===== src/core/cte_pkg.sv =====
// package: register map, field layouts and reset values of the edge control block
package cte_pkg;

	localparam int unsigned ADDR_W = 12;

	// register byte addresses
	localparam logic [ADDR_W-1:0] CUR_CTRL_ADDR  = 12'h000;
	localparam logic [ADDR_W-1:0] EDGE_CFG_ADDR  = 12'h004;
	localparam logic [ADDR_W-1:0] UNIT_CTRL_ADDR = 12'h008;
	localparam logic [ADDR_W-1:0] IRQ_FLAG_ADDR  = 12'h00c;
	localparam logic [ADDR_W-1:0] IRQ_EN_ADDR    = 12'h010;

	// interrupt bit position in flag and enable registers
	localparam int unsigned IRQ_BIT = 2;

	// edge source codes
	localparam logic [1:0] SRC_PIN_A = 2'h0;
	localparam logic [1:0] SRC_PIN_B = 2'h1;
	localparam logic [1:0] SRC_TRG_1 = 2'h2;
	localparam logic [1:0] SRC_TRG_2 = 2'h3;
	localparam int unsigned SRC_N    = 4;

	// current_source_control layout
	typedef struct packed {
		logic [5:0] current_trim;      // 7:2, two's complement steps
		logic [1:0] current_range_sel; // 1:0, 00 lowest range
	} cte_cur_ctrl_type;

	// edge_configuration layout
	typedef struct packed {
		logic       edge2_polarity;    // 7
		logic [1:0] edge2_source_sel;  // 6:5
		logic       edge1_polarity;    // 4
		logic [1:0] edge1_source_sel;  // 3:2
		logic       edge2_flag;        // 1
		logic       edge1_flag;        // 0
	} cte_edge_cfg_type;

	// unit_control layout
	typedef struct packed {
		logic       unit_enable;        // 7
		logic [1:0] spare;              // 6:5
		logic       delay_mode_sel;     // 4
		logic       edge_inputs_enable; // 3
		logic       edge_order_enable;  // 2
		logic       discharge_ctrl;     // 1
		logic       spare0;             // 0
	} cte_unit_ctrl_type;

	localparam cte_cur_ctrl_type  CUR_CTRL_RST  = '{current_trim: 6'h00, current_range_sel: 2'h0};
	localparam cte_edge_cfg_type  EDGE_CFG_RST  = '{default: 1'b0};
	localparam cte_unit_ctrl_type UNIT_CTRL_RST = '{default: 1'b0};

endpackage


===== src/core/cte_top.sv =====
// module: edge channels, status flags, current-source gating and apb register file
//
// Contract
// - two-bit range field, 00 lowest range
// - six-bit trim field, bits 7:2, about 2% steps
// - each channel selects one of four sources
// - channels react to level, not transitions
// - per-channel polarity bits 7 and 4
// - polarity resets to negative-going response
// - ordering makes edge 2 wait for edge 1
// - detected response sets matching status flag
// - config matching current level sets flag immediately
// - current on only when exactly one flag
// - software may write flags to steer current
// - interrupt flag set after enable then disable
// - interrupt request needs flag and enable bit
// - unit enable bit turns unit on/off
// - discharge while bit set; software times it (code also requires unit enable bit 7 set)
// - edge enable bit gates edge recognition
// - mode bit picks measurement or delay
// - delay mode routes current to comparator 2
//
// Our own choices: the register addresses and the APB slave port.
`timescale 1ns/1ps
`default_nettype none

module cte_top
	import cte_pkg::*;
(
	input  wire logic              clk,
	input  wire logic              rst_b,
	input  wire logic              ce,
	// apb slave
	input  wire logic              psel,
	input  wire logic              penable,
	input  wire logic              pwrite,
	input  wire logic [ADDR_W-1:0] paddr,
	input  wire logic [31:0]       pwdata,
	output logic                   pready,
	output logic [31:0]            prdata,
	output logic                   pslverr,
	// edge sources, asynchronous
	input  wire logic              edge_pin_a,
	input  wire logic              edge_pin_b,
	input  wire logic              event_trig_1,
	input  wire logic              event_trig_2,
	// analog control
	output logic                   current_enable,
	output logic [1:0]             current_range_sel,
	output logic [5:0]             current_trim,
	output logic                   discharge_ctrl,
	output logic                   delay_mode_sel,
	output logic                   comparator2_neg_input,
	output logic                   irq
);

	logic              rst_meta_reg;
	logic              rst_n;
	cte_cur_ctrl_type  cur_reg;
	cte_edge_cfg_type  cfg_reg;
	cte_unit_ctrl_type ctl_reg;
	logic              irq_flag_reg;
	logic              irq_en_reg;
	logic              cur_on_reg;
	logic [SRC_N-1:0]  src_raw;
	logic [SRC_N-1:0]  sync1_reg;
	logic [SRC_N-1:0]  sync2_reg;
	logic [SRC_N-1:0]  sync3_reg;
	logic [SRC_N-1:0]  src_reg;
	logic              wr_en;
	logic              rd_setup;
	logic              hit;
	logic              wr_cur;
	logic              wr_cfg;
	logic              wr_ctl;
	logic              wr_iflag;
	logic              wr_ien;
	logic              act1;
	logic              act2;
	logic              set1;
	logic              set2;
	logic              cur_on_next;
	logic [31:0]       rd_data;
	cte_edge_cfg_type  cfg_wr;

	// reset release through two flip-flops
	always_ff @(posedge clk or negedge rst_b) begin
		if (!rst_b) begin
			rst_meta_reg <= 1'b0;
			rst_n        <= 1'b0;
		end else begin
			rst_meta_reg <= 1'b1;
			rst_n        <= rst_meta_reg;
		end
	end

	// apb decode, zero wait states while clock enable is high
	assign pready   = ce;
	assign wr_en    = psel & penable & pwrite & ce;
	assign rd_setup = psel & ~penable & ~pwrite & ce;
	assign hit      = (paddr == CUR_CTRL_ADDR) | (paddr == EDGE_CFG_ADDR) | (paddr == UNIT_CTRL_ADDR)
	                | (paddr == IRQ_FLAG_ADDR) | (paddr == IRQ_EN_ADDR);
	assign pslverr  = psel & penable & ~hit;
	assign wr_cur   = wr_en & (paddr == CUR_CTRL_ADDR);
	assign wr_cfg   = wr_en & (paddr == EDGE_CFG_ADDR);
	assign wr_ctl   = wr_en & (paddr == UNIT_CTRL_ADDR);
	assign wr_iflag = wr_en & (paddr == IRQ_FLAG_ADDR);
	assign wr_ien   = wr_en & (paddr == IRQ_EN_ADDR);

	// read mux; unmapped addresses and upper bits read zero
	always_comb begin
		rd_data = 32'h0000_0000;
		unique case (paddr)
			CUR_CTRL_ADDR:  rd_data[7:0]       = cur_reg;
			EDGE_CFG_ADDR:  rd_data[7:0]       = cfg_reg;
			UNIT_CTRL_ADDR: rd_data[7:0]       = ctl_reg;
			IRQ_FLAG_ADDR:  rd_data[IRQ_BIT]   = irq_flag_reg;
			IRQ_EN_ADDR:    rd_data[IRQ_BIT]   = irq_en_reg;
			default:        rd_data            = 32'h0000_0000;
		endcase
	end

	// read data captured in the setup phase, stable through the access phase
	always_ff @(posedge clk or negedge rst_n) begin
		if (!rst_n) begin
			prdata <= 32'h0000_0000;
		end else if (rd_setup) begin
			prdata <= rd_data;
		end
	end

	// current source control register
	always_ff @(posedge clk or negedge rst_n) begin
		if (!rst_n) begin
			cur_reg <= CUR_CTRL_RST;
		end else if (wr_cur) begin
			cur_reg <= cte_cur_ctrl_type'(pwdata[7:0]);
		end
	end

	// unit control register
	always_ff @(posedge clk or negedge rst_n) begin
		if (!rst_n) begin
			ctl_reg <= UNIT_CTRL_RST;
		end else if (wr_ctl) begin
			ctl_reg       <= cte_unit_ctrl_type'(pwdata[7:0]);
			ctl_reg.spare <= 2'h0;
			ctl_reg.spare0 <= 1'b0;
		end
	end

	// three-stage capture of asynchronous sources; first stage feeds only the second
	assign src_raw = {event_trig_2, event_trig_1, edge_pin_b, edge_pin_a};
	always_ff @(posedge clk or negedge rst_n) begin
		if (!rst_n) begin
			sync1_reg <= '0;
			sync2_reg <= '0;
			sync3_reg <= '0;
		end else if (ce) begin
			sync1_reg <= src_raw;
			sync2_reg <= sync1_reg;
			sync3_reg <= sync2_reg;
		end
	end

	// accepted level changes only when the second and third stages agree
	always_ff @(posedge clk or negedge rst_n) begin
		if (!rst_n) begin
			src_reg <= '0;
		end else if (ce) begin
			for (int i = 0; i < SRC_N; i++) begin
				if (sync2_reg[i] == sync3_reg[i]) begin
					src_reg[i] <= sync3_reg[i];
				end
			end
		end
	end

	// polarity-adjusted level of each selected source; polarity 0 responds to low
	assign act1 = ~(src_reg[cfg_reg.edge1_source_sel] ^ cfg_reg.edge1_polarity);
	assign act2 = ~(src_reg[cfg_reg.edge2_source_sel] ^ cfg_reg.edge2_polarity);

	// hardware set terms, gated by unit enable and edge enable; edge 2 also by ordering
	assign set1 = ctl_reg.unit_enable & ctl_reg.edge_inputs_enable & act1;
	assign set2 = ctl_reg.unit_enable & ctl_reg.edge_inputs_enable & act2
	            & (~ctl_reg.edge_order_enable | cfg_reg.edge1_flag);

	// write data seen through the edge configuration layout
	assign cfg_wr = cte_edge_cfg_type'(pwdata[7:0]);

	// edge configuration register; hardware set wins over a software write
	always_ff @(posedge clk or negedge rst_n) begin
		if (!rst_n) begin
			cfg_reg <= EDGE_CFG_RST;
		end else if (ce) begin
			if (wr_cfg) begin
				cfg_reg            <= cfg_wr;
				cfg_reg.edge1_flag <= cfg_wr.edge1_flag | set1;
				cfg_reg.edge2_flag <= cfg_wr.edge2_flag | set2;
			end else begin
				cfg_reg.edge1_flag <= cfg_reg.edge1_flag | set1;
				cfg_reg.edge2_flag <= cfg_reg.edge2_flag | set2;
			end
		end
	end

	// current on only while exactly one flag is set and the unit is enabled
	assign cur_on_next = ctl_reg.unit_enable & (cfg_reg.edge1_flag ^ cfg_reg.edge2_flag);
	always_ff @(posedge clk or negedge rst_n) begin
		if (!rst_n) begin
			cur_on_reg <= 1'b0;
		end else if (ce) begin
			cur_on_reg <= cur_on_next;
		end
	end

	// interrupt flag set on current turning off while the unit is enabled; set wins over a software clear
	always_ff @(posedge clk or negedge rst_n) begin
		if (!rst_n) begin
			irq_flag_reg <= 1'b0;
		end else if (ce) begin
			if (cur_on_reg & ~cur_on_next & ctl_reg.unit_enable) begin
				irq_flag_reg <= 1'b1;
			end else if (wr_iflag) begin
				irq_flag_reg <= pwdata[IRQ_BIT];
			end
		end
	end

	// interrupt enable
	always_ff @(posedge clk or negedge rst_n) begin
		if (!rst_n) begin
			irq_en_reg <= 1'b0;
		end else if (wr_ien) begin
			irq_en_reg <= pwdata[IRQ_BIT];
		end
	end

	// outputs
	assign irq                   = irq_flag_reg & irq_en_reg;
	assign current_enable        = cur_on_reg;
	assign current_range_sel     = cur_reg.current_range_sel;
	assign current_trim          = cur_reg.current_trim;
	assign discharge_ctrl        = ctl_reg.discharge_ctrl & ctl_reg.unit_enable;
	assign delay_mode_sel        = ctl_reg.delay_mode_sel;
	assign comparator2_neg_input = ctl_reg.delay_mode_sel & cur_on_reg;

	// checks
	a_flag1_level: assert property (@(posedge clk) disable iff (!rst_n)
		(ce & set1) |=> cfg_reg.edge1_flag) else $error("edge1 flag not set on active level");
	a_order_hold: assert property (@(posedge clk) disable iff (!rst_n)
		(ce & ctl_reg.edge_order_enable & ~cfg_reg.edge1_flag & ~cfg_reg.edge2_flag & ~wr_cfg)
		|=> ~cfg_reg.edge2_flag) else $error("edge2 accepted before edge1");
	a_pol_reset: assert property (@(posedge clk)
		$rose(rst_n) |-> (~cfg_reg.edge1_polarity & ~cfg_reg.edge2_polarity)) else $error("polarity not negative after reset");
	a_cur_xor: assert property (@(posedge clk) disable iff (!rst_n)
		(ce & cfg_reg.edge1_flag & cfg_reg.edge2_flag) |=> ~current_enable) else $error("current on with both flags");
	a_off_quiet: assert property (@(posedge clk) disable iff (!rst_n)
		(ce & ~ctl_reg.unit_enable & ~wr_cfg & ~wr_iflag) |=> (~current_enable & $stable(cfg_reg.edge1_flag)
		& ~$rose(irq_flag_reg))) else $error("disabled unit changed state");
	a_irq_set: assert property (@(posedge clk) disable iff (!rst_n)
		(ce & current_enable & ~cur_on_next & ctl_reg.unit_enable) |=> irq_flag_reg) else $error("no irq flag after cycle");
	a_irq_gate: assert property (@(posedge clk) disable iff (!rst_n)
		irq |-> (irq_flag_reg & irq_en_reg)) else $error("irq without flag and enable");
	a_edge_gate: assert property (@(posedge clk) disable iff (!rst_n)
		(ce & ~ctl_reg.edge_inputs_enable & ~wr_cfg) |=> $stable(cfg_reg.edge2_flag)) else $error("edge seen while disabled");
	a_sw_flags: assert property (@(posedge clk) disable iff (!rst_n)
		(wr_cfg & pwdata[0] & ~pwdata[1] & ~set2 & ctl_reg.unit_enable) |=> ##1 current_enable)
		else $error("software flag did not start current");
	a_delay_route: assert property (@(posedge clk) disable iff (!rst_n)
		comparator2_neg_input |-> (delay_mode_sel & current_enable)) else $error("comparator route outside delay mode");
	a_range_wr: assert property (@(posedge clk) disable iff (!rst_n)
		wr_cur |=> (current_range_sel == $past(pwdata[1:0]))) else $error("range not written");

	// status flags: hardware set, stickiness and gating
	a_flag2_level: assert property (@(posedge clk) disable iff (!rst_n)
		(ce & set2) |=> cfg_reg.edge2_flag)
		else $error("edge2 flag not set on active level");
	a_flag1_hold: assert property (@(posedge clk) disable iff (!rst_n)
		(ce & cfg_reg.edge1_flag & ~wr_cfg) |=> cfg_reg.edge1_flag)
		else $error("edge1 flag dropped without a write");
	a_flag2_hold: assert property (@(posedge clk) disable iff (!rst_n)
		(ce & cfg_reg.edge2_flag & ~wr_cfg) |=> cfg_reg.edge2_flag)
		else $error("edge2 flag dropped without a write");
	a_edge1_gate: assert property (@(posedge clk) disable iff (!rst_n)
		(ce & ~ctl_reg.edge_inputs_enable & ~wr_cfg) |=> $stable(cfg_reg.edge1_flag))
		else $error("edge1 seen while edge inputs disabled");
	a_unit_flags: assert property (@(posedge clk) disable iff (!rst_n)
		(ce & ~ctl_reg.unit_enable & ~wr_cfg) |=> $stable(cfg_reg.edge2_flag))
		else $error("edge2 flag moved while unit disabled");
	a_order_off: assert property (@(posedge clk) disable iff (!rst_n)
		(ce & ~ctl_reg.edge_order_enable & ctl_reg.unit_enable & ctl_reg.edge_inputs_enable & act2)
		|=> cfg_reg.edge2_flag)
		else $error("edge2 lost without ordering");
	a_order_after: assert property (@(posedge clk) disable iff (!rst_n)
		(ce & ctl_reg.edge_order_enable & cfg_reg.edge1_flag & ctl_reg.unit_enable
		& ctl_reg.edge_inputs_enable & act2) |=> cfg_reg.edge2_flag)
		else $error("edge2 lost after edge1");
	a_sw_both: assert property (@(posedge clk) disable iff (!rst_n)
		(wr_cfg & cfg_wr.edge1_flag & cfg_wr.edge2_flag) |=> ##1 ~current_enable)
		else $error("current on after setting both flags");
	a_sw_clear: assert property (@(posedge clk) disable iff (!rst_n)
		(wr_cfg & ~cfg_wr.edge1_flag & ~cfg_wr.edge2_flag & ~set1 & ~set2)
		|=> (~cfg_reg.edge1_flag & ~cfg_reg.edge2_flag))
		else $error("flags not cleared by write");
	a_pol_wr: assert property (@(posedge clk) disable iff (!rst_n)
		wr_cfg |=> ((cfg_reg.edge1_polarity == $past(cfg_wr.edge1_polarity))
		& (cfg_reg.edge2_polarity == $past(cfg_wr.edge2_polarity))))
		else $error("polarity not written");
	a_sel_wr: assert property (@(posedge clk) disable iff (!rst_n)
		wr_cfg |=> ((cfg_reg.edge1_source_sel == $past(cfg_wr.edge1_source_sel))
		& (cfg_reg.edge2_source_sel == $past(cfg_wr.edge2_source_sel))))
		else $error("source select not written");

	// current source gating
	a_cur_none: assert property (@(posedge clk) disable iff (!rst_n)
		(ce & ~cfg_reg.edge1_flag & ~cfg_reg.edge2_flag) |=> ~current_enable)
		else $error("current on with no flag");
	a_cur_one: assert property (@(posedge clk) disable iff (!rst_n)
		(ce & ctl_reg.unit_enable & (cfg_reg.edge1_flag ^ cfg_reg.edge2_flag)) |=> current_enable)
		else $error("current off with one flag");
	a_cur_unit: assert property (@(posedge clk) disable iff (!rst_n)
		(ce & ~ctl_reg.unit_enable) |=> ~current_enable)
		else $error("current on while unit disabled");
	a_cur_freeze: assert property (@(posedge clk) disable iff (!rst_n)
		~ce |=> $stable(current_enable))
		else $error("current moved while clock enable low");
	a_unit_wr: assert property (@(posedge clk) disable iff (!rst_n)
		wr_ctl |=> (ctl_reg.unit_enable == $past(pwdata[7])))
		else $error("unit enable not written");

	// interrupt flag and request
	a_irq_hold: assert property (@(posedge clk) disable iff (!rst_n)
		(ce & irq_flag_reg & ~wr_iflag) |=> irq_flag_reg)
		else $error("interrupt flag dropped without a write");
	a_irq_clear: assert property (@(posedge clk) disable iff (!rst_n)
		(wr_iflag & ~pwdata[IRQ_BIT] & ~(cur_on_reg & ~cur_on_next & ctl_reg.unit_enable)) |=> ~irq_flag_reg)
		else $error("interrupt flag not cleared");
	a_irq_quiet: assert property (@(posedge clk) disable iff (!rst_n)
		(ce & ~irq_flag_reg & ~wr_iflag & ~(cur_on_reg & ~cur_on_next)) |=> ~irq_flag_reg)
		else $error("interrupt flag set without a current cycle");
	a_irq_on: assert property (@(posedge clk) disable iff (!rst_n)
		(irq_flag_reg & irq_en_reg) |-> irq)
		else $error("no request with flag and enable");

	// analog settings, discharge and routing
	a_trim_wr: assert property (@(posedge clk) disable iff (!rst_n)
		wr_cur |=> (current_trim == $past(pwdata[7:2])))
		else $error("trim not written");
	a_range_hold: assert property (@(posedge clk) disable iff (!rst_n)
		~wr_cur |=> $stable(current_range_sel))
		else $error("range moved without a write");
	a_trim_hold: assert property (@(posedge clk) disable iff (!rst_n)
		~wr_cur |=> $stable(current_trim))
		else $error("trim moved without a write");
	a_dis_gate: assert property (@(posedge clk) disable iff (!rst_n)
		discharge_ctrl |-> (ctl_reg.discharge_ctrl & ctl_reg.unit_enable))
		else $error("discharge without bit and unit enable");
	a_dis_on: assert property (@(posedge clk) disable iff (!rst_n)
		(ctl_reg.discharge_ctrl & ctl_reg.unit_enable) |-> discharge_ctrl)
		else $error("discharge bit set but no discharge");
	a_mode_out: assert property (@(posedge clk) disable iff (!rst_n)
		delay_mode_sel |-> ctl_reg.delay_mode_sel)
		else $error("delay mode without its bit");
	a_route_on: assert property (@(posedge clk) disable iff (!rst_n)
		(delay_mode_sel & current_enable) |-> comparator2_neg_input)
		else $error("delay mode current not routed");
	a_meas_route: assert property (@(posedge clk) disable iff (!rst_n)
		~delay_mode_sel |-> ~comparator2_neg_input)
		else $error("comparator driven in measurement mode");

	// source capture filter
	a_sync_hold: assert property (@(posedge clk) disable iff (!rst_n)
		(ce & (sync2_reg[0] != sync3_reg[0])) |=> $stable(src_reg[0]))
		else $error("source taken while stages disagree");
	a_sync_take: assert property (@(posedge clk) disable iff (!rst_n)
		(ce & (sync2_reg[0] == sync3_reg[0])) |=> (src_reg[0] == $past(sync3_reg[0])))
		else $error("agreed source level not taken");

endmodule // cte_top

`default_nettype wire

===== config.mk =====
export PLATFORM = sky130hd
export DESIGN_NAME = cte_top
export DESIGN_NICKNAME = d
export VERILOG_FILES = /design/src/core/cte_pkg.sv /design/src/core/cte_top.sv
export SDC_FILE = /design/constraint.sdc
export NUM_CORES = 1
export LEC_CHECK = 0
export ABC_AREA = 0
export BUFFER_PORTS_ARGS = -buffer_cell sky130_fd_sc_hd__buf_2
export CAP_MARGIN = 10
export CORE_MARGIN = 2
export CORE_UTILIZATION = 45
export CTS_CLUSTER_SIZE = 24
export DETAILED_ROUTE_END_ITERATION = 8
export GPL_TIMING_DRIVEN = 0
export HOLD_SLACK_MARGIN = 0.08
export PLACE_DENSITY_LB_ADDON = 0.12
export REMOVE_ABC_BUFFERS = 1
export SLEW_MARGIN = 20
export SYNTH_ARGS = -nofsm -noshare
export SYNTH_HDL_FRONTEND = slang
export SYNTH_SLANG_ARGS = --single-unit

===== constraint.sdc =====
create_clock -name clk -period 1.85 [get_ports clk]
set_input_delay 0.37 -clock clk [delete_from_list [all_inputs] [get_ports clk]]
set_output_delay 0.37 -clock clk [all_outputs]
set_load 0.02 [all_outputs]

==> metrics.log, run 1 <==
[metrics] global route overflow: 0
[metrics] data arrival time of the worst path: approximately 1400 ps
[metrics] post-route clock period utilization: a little over nine tenths
[metrics] worst setup path startpoint: paddr[1]
[metrics] largest vdd supply drop: ~600 uV
[metrics] worst hold slack: 209.8 ps
[metrics] initial antenna violation count: 0
[metrics] placer congestion estimate: roughly 0.78
[metrics] share of post-route cells with drive strength above 1: 38.40%
[metrics] number of endpoints failing setup at the final stage: 0
[metrics] # Max-Cap Violations: 0
[metrics] area growth from synthesis to layout: 15.28%
[metrics] Mean Syn Cell Area: 12.40 um2
[metrics] clk_lat worst skew: 300 ps
[metrics] Total Routed Length: ~5000 um
[metrics] Placed Cells: about 330
[metrics] clk buf depth: 2
[metrics] sequential cell area: about 1300 um2
[metrics] footprint of the multi-input gates: between 1000 and 1500 um2
[metrics] end of the critical path: pslverr
[metrics] DRC violation count after routing: 0
[metrics] Final Skew: 7.431 ps
[metrics] Setup Buffers After CTS: 0
[metrics] final standard cell count with taps included and fillers excluded: roughly 340
[metrics] # nets final: about 320
[metrics] maximum fanout count along the critical path: 7
[metrics] result of the run: completed
[metrics] final critical delay including setup and external delays: about 1800 ps
[metrics] wire length of the first global-routing pass: ~8400 um
[metrics] die extent in x: roughly 80 um
[metrics] total power divided by cell area: just over 800 nW/um2
[metrics] maximum number of pins on one net before global-route repair: 32
[metrics] cell at the root of the clock tree: sky130_fd_sc_hd__clkbuf_8
[metrics] initial core utilization: 47.00%
[metrics] worst r2r path cells: 4
[metrics] sequential cell area fraction in the yosys report: between 40% and 50%
[metrics] number of clock sinks seen by CTS: 50
[metrics] commonest register cell after synthesis: sky130_fd_sc_hd__dfrtp_1
[metrics] portion of synthesized cell area occupied by the leading cell type: just under 50%
[metrics] antenna cells: 0
[metrics] TritonRoute pass-1 iters: 4
[metrics] GRT Total Usage: approximately 17%
[metrics] reg-to-reg critical path endpoint: cfg_reg[1]
[metrics] area leader, netlist: sky130_fd_sc_hd__dfrtp_1
[metrics] EDFF count, synth: 0
[metrics] number of nets still failing antenna checks after routing: 0
[metrics] clock transition time at the flip-flop clock pins of the worst setup and hold paths: ~90 ps
[metrics] number of clock buffers inserted by TritonCTS: 5
[metrics] I/O pin count: around 100
[metrics] unrepaired setup endpoints after global routing: false
[metrics] synthesized flop and latch total: 50
[metrics] Cell Area, Synth: 2604 um2
[metrics] cell types with the largest area share after synthesis: sky130_fd_sc_hd__dfrtp_1 (48%), sky130_fd_sc_hd__mux2_4 (8.1%), sky130_fd_sc_hd__buf_4 (7.5%)
[metrics] Filler Cells Inserted: between 400 and 500
[metrics] number of unique standard cell types used by synthesis: ~40
[metrics] H-tree depth reported by CTS: 2
[metrics] vias in the first global route: 1670
[metrics] Post-Syn Instances: between 200 and 250
[metrics] row count: 27
[metrics] startpoint type of the worst setup path: primary input
[metrics] initial DRC count: just under 90
[metrics] flop2flop setup slack: 160 ps
[metrics] HPWL reported at the end of detailed placement: approximately 3600 um
[metrics] Critical Setup Path Class: in -> out
[metrics] TritonCTS clock tree: yes
[metrics] placeable core region: between 5000 and 6000 um2
[metrics] Setup WS post-layout: approximately 81 ps
[metrics] worst slack at placement: -366.4 ps
[metrics] Die ar.: between 6000 and 7000 um2
[metrics] Final Core Density: 54.18%
[metrics] wire per inst: 14.87 um
[metrics] path type of the worst min-delay path: reg -> async
[metrics] fin. max-slew vios: 0
[metrics] fmax: between 500 and 600 MHz
[metrics] number of buffer cells added on primary ports: 52
[metrics] total via count after detailed routing: around 1700
[metrics] Lkg Pwr: 1.486 nW
[metrics] FFs w/ async S/R, synth: between 90% and 100%
[metrics] source of the worst register-to-register timing path: cfg_reg[5]
[metrics] number of warnings issued by yosys: 0
[metrics] crit path capture type: output port
[metrics] Final Hold Fails: 0
[metrics] die outline height: between 80 and 90 um
[metrics] average vias per placed instance: 5.182
[metrics] worst path required time: about 1500 ps
## cell usage after synthesis, drive strengths merged (4+ instances only)
master and number:
o21ai 8, buf 29, nand4 5, mux2 32, nand2b 5, dfrtp 50
a21oi 11, mux2i 8, nand2 11, nor2 7, nand3 4, a22o 4
## per-layer routing
layer	track usage, %	vias to the layer above	share of wire [%]
li1	-	804	-
met1	23.04	864	45
met2	27.75	66	48
met3	4.270	2	6.1
met4	4.576	0	0.48
met5	0	-	0
## area by class of cell
type | count | area share [%]
clock inverter | 2 | 2.001
timing repair buffer | 54 | 9.754
tap | 72 | 3.001
multi-input combinational | 149 | 40.52
sequential | 50 | 41.73
inverter | 2 | 0.2501
clock buffer | 6 | 2.751
## worst max-delay path: stages
cell and delay (ps):
sky130_fd_sc_hd__buf_2 110, sky130_fd_sc_hd__nor4_4 340, sky130_fd_sc_hd__and3_4 330, sky130_fd_sc_hd__a21oi_1 80, sky130_fd_sc_hd__buf_2 160
## cell families after synthesis
family | after synthesis | synth area share (%)
XOR/XNOR | 3 | 1.009
other | 2 | 0.2884
AO/OA/AOI/OAI | 32 | 8.265
multiplexers | 43 | 21.53
AND/OR/NAND/NOR | 46 | 11.87
buffers and inverters | 34 | 8.986
flip-flops | 50 | 48.05
## per-stage QoR
step	cell area [um2]	setup TNS, ps	total power (W)
after floorplan	2464	0	0.001406
after global placement	2814	-20640	0.001503
after detailed placement	2835	-7725	0.001518
after CTS	2994	0	0.002458
after global routing	3002	0	0.002561
final	3002	0	0.002427
## worst min-delay path by stage
stage	start	to	slack (ps)	depth (start not counted)
floorplan	rst_b	rst_meta_reg	70	0
global placement	rst_b	rst_meta_reg	160	1
detailed placement	rst_b	rst_meta_reg	160	1
CTS	rst_n	cfg_reg[0]	230	0
global route	rst_n	cfg_reg[0]	260	0
finish	rst_n	cfg_reg[0]	210	0
## cells in the final DEF, fill, tap and decap left out, types with 2 or more instances in the layout
| cell type | n |
|---|---|
| sky130_fd_sc_hd__xnor2_1 | 3 |
| sky130_fd_sc_hd__bufinv_16 | 2 |
| sky130_fd_sc_hd__mux2_1 | 6 |
| sky130_fd_sc_hd__o21ai_1 | 3 |
| sky130_fd_sc_hd__a31oi_1 | 3 |
| sky130_fd_sc_hd__o21ai_0 | 5 |
| sky130_fd_sc_hd__a22o_1 | 4 |
| sky130_fd_sc_hd__mux4_2 | 3 |
| sky130_fd_sc_hd__nor2_1 | 7 |
| sky130_fd_sc_hd__clkbuf_8 | 6 |
| sky130_fd_sc_hd__buf_2 | 51 |
| sky130_fd_sc_hd__nand4_1 | 5 |
| sky130_fd_sc_hd__nand2_1 | 11 |
| sky130_fd_sc_hd__a21oi_1 | 11 |
| sky130_fd_sc_hd__nand2b_1 | 5 |
| sky130_fd_sc_hd__and2_1 | 3 |
| sky130_fd_sc_hd__nor2b_1 | 3 |
| sky130_fd_sc_hd__mux2i_1 | 8 |
| sky130_fd_sc_hd__mux2_4 | 14 |
| sky130_fd_sc_hd__mux2_2 | 12 |
| sky130_fd_sc_hd__inv_1 | 2 |
| sky130_fd_sc_hd__dfrtp_1 | 49 |
| sky130_fd_sc_hd__conb_1 | 25 |
| sky130_fd_sc_hd__nand3_4 | 3 |
## where the power goes
| group | leakage (nW) | switching, W | internal [W] |
|---|---|---|---|
| clock | 0.0714 | 0.000350 | 0.000576 |
| combinational | 0.758 | 0.000158 | 0.000123 |
| sequential | 0.657 | 0.0000613 | 0.00116 |
| total | 1.49 | 0.000569 | 0.00186 |
## what timing repair did
| item | 4_1_cts | 5_1_grt |
|---|---|---|
| hold buffers | 1 | 0 |
| gates resized for setup | 2 | 3 |
| endpoints found under the setup margin | 8 | 11 |
| endpoints found under the hold margin | 2 | 0 |
| pin swaps | 0 | 0 |
Power figures use the tool's default switching activity.
==> run 2: changes to the inputs <==
Clock period 1.85 ns to 1.9 ns, I/O delays scaled along.
==> run 2 against run 1 <==
Net effect:
- register-to-register slack gained 30 ps
- clock skew about the same
- flip-flop and latch count is the same
- clock power is 2.6% lower
- die area unchanged
- sequential power is essentially flat
- via count is 0.23% lower
- critical path type unchanged
- largest power group unchanged
- highest routed layer unchanged
==> metrics.log, run 2 (synthesis gave the netlist of run 1 again) <==
[metrics] result of the run: completed
[metrics] HPWL reported at the end of detailed placement: 3609 um (unchanged)
[metrics] global routing usage on met1: 23.04% (unchanged)
[metrics] Buf/Inv on CP: 2 (unchanged)
[metrics] clk_lat worst skew: 300 ps (about the same)
[metrics] TritonRoute pass-1 iters: 4 (unchanged)
[metrics] Setup Buffers After CTS: 0 (unchanged)
[metrics] Final Hold Fails: 0 (unchanged)
[metrics] area post-placement: 2835 um2 (unchanged)
[metrics] crit path capture type: output port
[metrics] total power divided by cell area: 787.3 nW/um2 (-2.6%)
[metrics] leading cell type in the layout, fill and taps excluded: sky130_fd_sc_hd__buf_2
[metrics] average vias per placed instance: 5.170 (-0.23%)
[metrics] data arrival time of the worst path: 1410 ps (about the same)
[metrics] GRT busiest layer: met2
[metrics] number of clock sinks seen by CTS: 50 (unchanged)
[metrics] total via count after detailed routing: 1732 (-0.23%)
[metrics] summed area of non-filler cells in the final layout: 3000 um2 (about the same)
[metrics] row count: 27 (unchanged)
[metrics] cell with the largest stage delay on the worst path: sky130_fd_sc_hd__nor4_4
[metrics] most frequent cell on the critical path: sky130_fd_sc_hd__buf_2
[metrics] portion of total power attributed to the clock network: 38.2% (about the same)
[metrics] maximum fanout count along the critical path: 7 (unchanged)
[metrics] global route overflow: 0 (unchanged)
[metrics] startpoint type of the worst setup path: primary input
[metrics] Critical Setup Path Class: in -> out
[metrics] worst path required time: 1520 ps (+40 ps)
[metrics] maximum number of pins on one net before global-route repair: 32 (unchanged)
[metrics] Sw Ratio: 23.44% (about the same)
[metrics] number of buffer cells added on primary ports: 52 (unchanged)
[metrics] initial antenna violation count: 0 (unchanged)
[metrics] share of post-route cells with drive strength above 1: 38.40% (unchanged)
[metrics] clock transition time at the flip-flop clock pins of the worst setup and hold paths: 90 ps (about the same)
[metrics] depth of the critical timing path with buffers and inverters included: 5 (unchanged)
[metrics] worst-path cell chain: buf_2 -> nor4_4 -> and3_4 -> a21oi_1 -> buf_2
[metrics] placer congestion estimate: 0.7764 (unchanged)
[metrics] Switch Pwr: 0.0005536 W (-2.7%)
[metrics] # Max-Cap Violations: 0 (unchanged)
[metrics] GRT Total Usage: 17.13% (unchanged)
[metrics] Final Skew: 7.447 ps (+0.01637 ps)
[metrics] cell family contributing the most delay on the critical path: simple AND/OR/NAND/NOR gates
[metrics] proportion of power drawn by combinational gates: 11.6% (about the same)
[metrics] path type of the worst min-delay path: reg -> async
[metrics] highest-count cells in the layout ignoring fill and taps: sky130_fd_sc_hd__buf_2 (51), sky130_fd_sc_hd__dfrtp_1 (49), sky130_fd_sc_hd__conb_1 (25)
[metrics] fmax: around 560 MHz
[metrics] number of nets still failing antenna checks after routing: 0 (unchanged)
[metrics] cell at the root of the clock tree: sky130_fd_sc_hd__clkbuf_8
[metrics] area growth from synthesis to layout: 15.23% (about the same)
[metrics] # nets final: 316 (unchanged)
[metrics] Slowest Stage Delay on Critical Path: 340 ps (about the same)
[metrics] I/O pin count: 101 (unchanged)
[metrics] DRC violation count after routing: 0 (unchanged)
[metrics] wire length of the first global-routing pass: 8355 um (unchanged)
[metrics] H-tree depth reported by CTS: 2 (unchanged)
[metrics] fin. max-slew vios: 0 (unchanged)
[metrics] Total Routed Length: 4969 um (-0.22%)
[metrics] largest vdd supply drop: 583.6 uV (-2.6%)
[metrics] number of clock buffers inserted by TritonCTS: 5 (unchanged)
[metrics] initial DRC count: 80 (-9.1%)
[metrics] final critical delay including setup and external delays: around 1800 ps
[metrics] unrepaired setup endpoints after global routing: false
[metrics] post-route clock period utilization: ~94%
[metrics] antenna cells: 0 (unchanged)
[metrics] die extent in x: 80.07 um (unchanged)
[metrics] Die ar.: 6410 um2 (unchanged)
[metrics] wire per inst: 14.83 um (-0.22%)
[metrics] initial core utilization: 47.00% (unchanged)
[metrics] design internal power: 0.001809 W (-2.6%)
[metrics] die outline height: 80.07 um (unchanged)
[metrics] worst r2r path cells: 4 (unchanged)
[metrics] TritonCTS clock tree: yes
[metrics] placeable core region: 5540 um2 (unchanged)
[metrics] clk buf depth: 2 (unchanged)
[metrics] number of endpoints failing setup at the final stage: 0 (unchanged)
[metrics] Lkg Pwr: 1.486 nW (about the same)
[metrics] part of the power in registers: 50.3% (about the same)
[metrics] Total Power Consumption: 0.002362 W (-2.7%)
[metrics] met3 demand-to-capacity share in global routing: 4.270% (unchanged)
[metrics] met2 GRT Util: 27.75% (unchanged)
[metrics] vias in the first global route: 1670 (unchanged)
==> run 2: changes by cell type in the layout (fill, tap and decap cells not counted) <==
cell	previous run	this run
sky130_fd_sc_hd__a2111oi_0	0	1
sky130_fd_sc_hd__a2111oi_1	1	0
==> run 2: power by group through the flow <==
| stage | Sequential (W) | Combinational, W | Clock (W) |
|---|---|---|---|
| 6_report | 0.00119 | 0.000273 | 0.000902 |
| 5_1_grt | 0.00120 | 0.000303 | 0.000990 |
| 2_1_floorplan | 0.00120 | 0.000172 | 0 |
| 4_1_cts | 0.00119 | 0.000276 | 0.000929 |
| 3_3_place_gp | 0.00122 | 0.000247 | 0 |
| 3_5_place_dp | 0.00121 | 0.000271 | 0 |
==> run 2: area by class of cell <==
cell class | count | area, um2
fillers | 494 | 2540
flip-flops and latches | 50 | 1252
multi-input cells | 149 | 1215
repair buffers | 54 | 292.8
well taps | 72 | 90.09
clock buffers | 6 | 82.58
clock inverters | 2 | 60.06
inverters | 2 | 7.507
==> run 2: path summary, 6_finish.rpt <==
kind,from,end,slack (ps)
worst max register to register,cfg_reg[5],cfg_reg[1],190
max in group asynchronous,rst_n,sync2_reg[0],1190
worst max-delay path,paddr[1],pslverr,110
worst min register to register,rst_n,cfg_reg[0],210
min in group clk,event_trig_2,sync1_reg[3],310
worst min-delay path,rst_n,cfg_reg[0],210
==> run 2: through the flow <==
step           std cells  util, %  TNS, ps  setup WS, ps  hold slack (ps)
3_3_place_gp         325    50.79   -17070        -315.3            165.9
5_1_grt              335    54.16        0         38.57            257.3
6_report             335    54.16        0         110.6            208.8
3_5_place_dp         326    51.17    -6542        -326.4            168.2
2_1_floorplan        201        -        0         136.0            84.41
4_1_cts              335    54.04        0         43.97            227.0
==> run 2: per-layer routing <==
metal | vias up | routed length, um
li1 | 804 | -
met1 | 860 | 2251
met2 | 66 | 2391
met3 | 2 | 302
met4 | 0 | 24
met5 | - | 0
==> run 2: timing repair <==
| item | 4_1_cts | 5_1_grt |
|---|---|---|
| hold buffers | 1 | 0 |
| resized for setup | 2 | 2 |
| setup endpoints to repair | 4 | 4 |
| pin swaps | 0 | 0 |
| hold endpoints to repair | 2 | 0 |
==> run 3: changes to the inputs <==
--- a/constraint.sdc
+++ b/constraint.sdc
@@ -3,2 +3,2 @@
 set_output_delay 0.38 -clock clk [all_outputs]
-set_load 0.02 [all_outputs]
+set_load 0.01 [all_outputs]
==> run 3 against run 2 <==
Net effect:
- register-to-register slack about the same
- total power shrank 0.93%
- critical path depth is the same
- die area is the same
- flip-flop and latch count stayed put
- largest cell class unchanged
- largest power group unchanged
- highest routed layer unchanged
==> metrics.log, run 3 (synthesis gave the netlist of run 1 again) <==
[metrics] initial core utilization: 47.00% (unchanged)
[metrics] share of post-route cells with drive strength above 1: 38.40% (unchanged)
[metrics] initial DRC count: 86 (+7.5%)
[metrics] fmax: 544.7 MHz (-2.5%)
[metrics] average vias per placed instance: 5.161 (-0.17%)
[metrics] initial antenna violation count: 0 (unchanged)
[metrics] fin. max-slew vios: 0 (unchanged)
[metrics] total via count after detailed routing: 1729 (-0.17%)
[metrics] end of the critical path: pslverr
[metrics] global route overflow: 0 (unchanged)
[metrics] wire length of the first global-routing pass: 8355 um (unchanged)
[metrics] unrepaired setup endpoints after global routing: false
[metrics] TritonRoute pass-1 iters: 4 (unchanged)
[metrics] GRT Total Usage: 17.13% (unchanged)
[metrics] worst setup path startpoint: paddr[1]
[metrics] Lkg Pwr: 1.488 nW (+0.10%)
[metrics] Total Routed Length: 4962 um (-0.14%)
[metrics] crit path capture type: output port
[metrics] path type of the worst min-delay path: reg -> async
[metrics] die extent in x: 80.07 um (unchanged)
[metrics] die outline height: 80.07 um (unchanged)
[metrics] worst path required time: 1520 ps (about the same)
[metrics] Final Hold Fails: 0 (unchanged)
[metrics] largest vdd supply drop: 583.5 uV (about the same)
[metrics] total power divided by cell area: 781.0 nW/um2 (-0.81%)
[metrics] I/O pin count: 101 (unchanged)
[metrics] # nets final: 316 (unchanged)
[metrics] antenna cells: 0 (unchanged)
[metrics] Filler Cells Inserted: 493 (-0.20%)
[metrics] Die ar.: 6410 um2 (unchanged)
[metrics] worst r2r path cells: 4 (unchanged)
[metrics] DRC violation count after routing: 0 (unchanged)
[metrics] Setup Buffers After CTS: 0 (unchanged)
[metrics] Final Skew: 8.152 ps (+0.7049 ps)
[metrics] highest-count cells in the layout ignoring fill and taps: sky130_fd_sc_hd__buf_2 (51), sky130_fd_sc_hd__dfrtp_1 (49), sky130_fd_sc_hd__conb_1 (25)
[metrics] worst slack at placement: -326.4 ps (unchanged)
[metrics] result of the run: completed
[metrics] wire per inst: 14.81 um (-0.14%)
[metrics] post-route clock period utilization: 96.62% (+2.4 points)
[metrics] cell at the root of the clock tree: sky130_fd_sc_hd__clkbuf_8
[metrics] Critical Setup Path Class: in -> out
[metrics] flop2flop setup slack: 190 ps (about the same)
[metrics] clk_lat worst skew: 300 ps (about the same)
[metrics] clock transition time at the flip-flop clock pins of the worst setup and hold paths: 90 ps (about the same)
[metrics] number of buffer cells added on primary ports: 52 (unchanged)
[metrics] startpoint type of the worst setup path: primary input
[metrics] number of clock buffers inserted by TritonCTS: 5 (unchanged)
[metrics] vias in the first global route: 1670 (unchanged)
[metrics] number of nets still failing antenna checks after routing: 0 (unchanged)
[metrics] leading cell type in the layout, fill and taps excluded: sky130_fd_sc_hd__buf_2
[metrics] clk buf depth: 2 (unchanged)
[metrics] placer congestion estimate: 0.7764 (unchanged)
[metrics] Setup WS post-layout: 64.16 ps (-46.48 ps)
[metrics] number of endpoints failing setup at the final stage: 0 (unchanged)
[metrics] reg-to-reg critical path endpoint: cfg_reg[1]
[metrics] TritonCTS clock tree: yes
[metrics] H-tree depth reported by CTS: 2 (unchanged)
[metrics] source of the worst register-to-register timing path: cfg_reg[5]
[metrics] Final Core Density: 54.09% (-0.068 points)
[metrics] row count: 27 (unchanged)
[metrics] maximum fanout count along the critical path: 7 (unchanged)
[metrics] # Max-Cap Violations: 0 (unchanged)
[metrics] area growth from synthesis to layout: 15.09%
[metrics] data arrival time of the worst path: 1460 ps (+50 ps)
[metrics] final critical delay including setup and external delays: 1836 ps (+46.48 ps)
[metrics] summed area of non-filler cells in the final layout: 2997 um2 (-0.13%)
[metrics] HPWL reported at the end of detailed placement: 3609 um (unchanged)
[metrics] number of clock sinks seen by CTS: 50 (unchanged)
[metrics] placeable core region: 5540 um2 (unchanged)
[metrics] maximum number of pins on one net before global-route repair: 32 (unchanged)
[metrics] area post-placement: 2835 um2 (unchanged)
==> run 3: worst max-delay path: stages <==
cell and delay [ps]:
sky130_fd_sc_hd__buf_2 110, sky130_fd_sc_hd__nor4_4 330, sky130_fd_sc_hd__and3_2 390, sky130_fd_sc_hd__a21oi_1 90
sky130_fd_sc_hd__buf_2 150
==> run 3: repair_timing <==
action,in CTS,in global routing
endpoints found under the hold margin,2,0
setup endpoints to repair,4,3
resized for setup,2,1
hold buffers,1,0
==> run 3: through the flow <==
step / setup TNS, ps / hold slack (ps) / std cells / total power [W]
3_5_place_dp: -6523 / 168.2 / 326 / 0.001456
3_3_place_gp: -17050 / 165.9 / 325 / 0.001441
5_1_grt: 0 / 257.3 / 335 / 0.002470
4_1_cts: 0 / 227.0 / 335 / 0.002371
2_1_floorplan: 0 / 84.41 / 201 / 0.001348
6_report: 0 / 208.4 / 335 / 0.002340
==> run 3: how the worst min path moves through the flow <==
stage | endpoint | cells past startpoint | start | slack, ps
2_1_floorplan | rst_meta_reg | 0 | rst_b | 80
3_3_place_gp | rst_meta_reg | 1 | rst_b | 170
3_5_place_dp | rst_meta_reg | 1 | rst_b | 170
4_1_cts | cfg_reg[0] | 0 | rst_n | 230
5_1_grt | cfg_reg[0] | 0 | rst_n | 260
6_report | cfg_reg[0] | 0 | rst_n | 210
==> run 3: cell type report <==
| type | count | area (um2) | share of cell area [%] |
|---|---|---|---|
| Tap cell | 72 | 90.09 | 3.006 |
| Inverter | 2 | 7.507 | 0.2505 |
| Clock inverter | 2 | 60.06 | 2.004 |
| Clock buffer | 6 | 82.58 | 2.756 |
| Sequential cell | 50 | 1252 | 41.80 |
| Multi-Input combinational cell | 149 | 1211 | 40.42 |
| Timing Repair Buffer | 54 | 292.8 | 9.770 |
==> run 3: layer usage <==
layer	GRT usage [%]	up-vias	part of all wire [%]
li1	-	805	-
met3	4.270	2	6.0
met1	23.04	860	45
met5	0	-	0
met2	27.75	62	48
met4	4.576	0	0.48
==> run 3: power by group <==
| part | internal, W | switching [W] |
|---|---|---|
| Sequential | 0.00113 | 0.0000597 |
| Clock | 0.000561 | 0.000341 |
| Combinational | 0.000119 | 0.000131 |
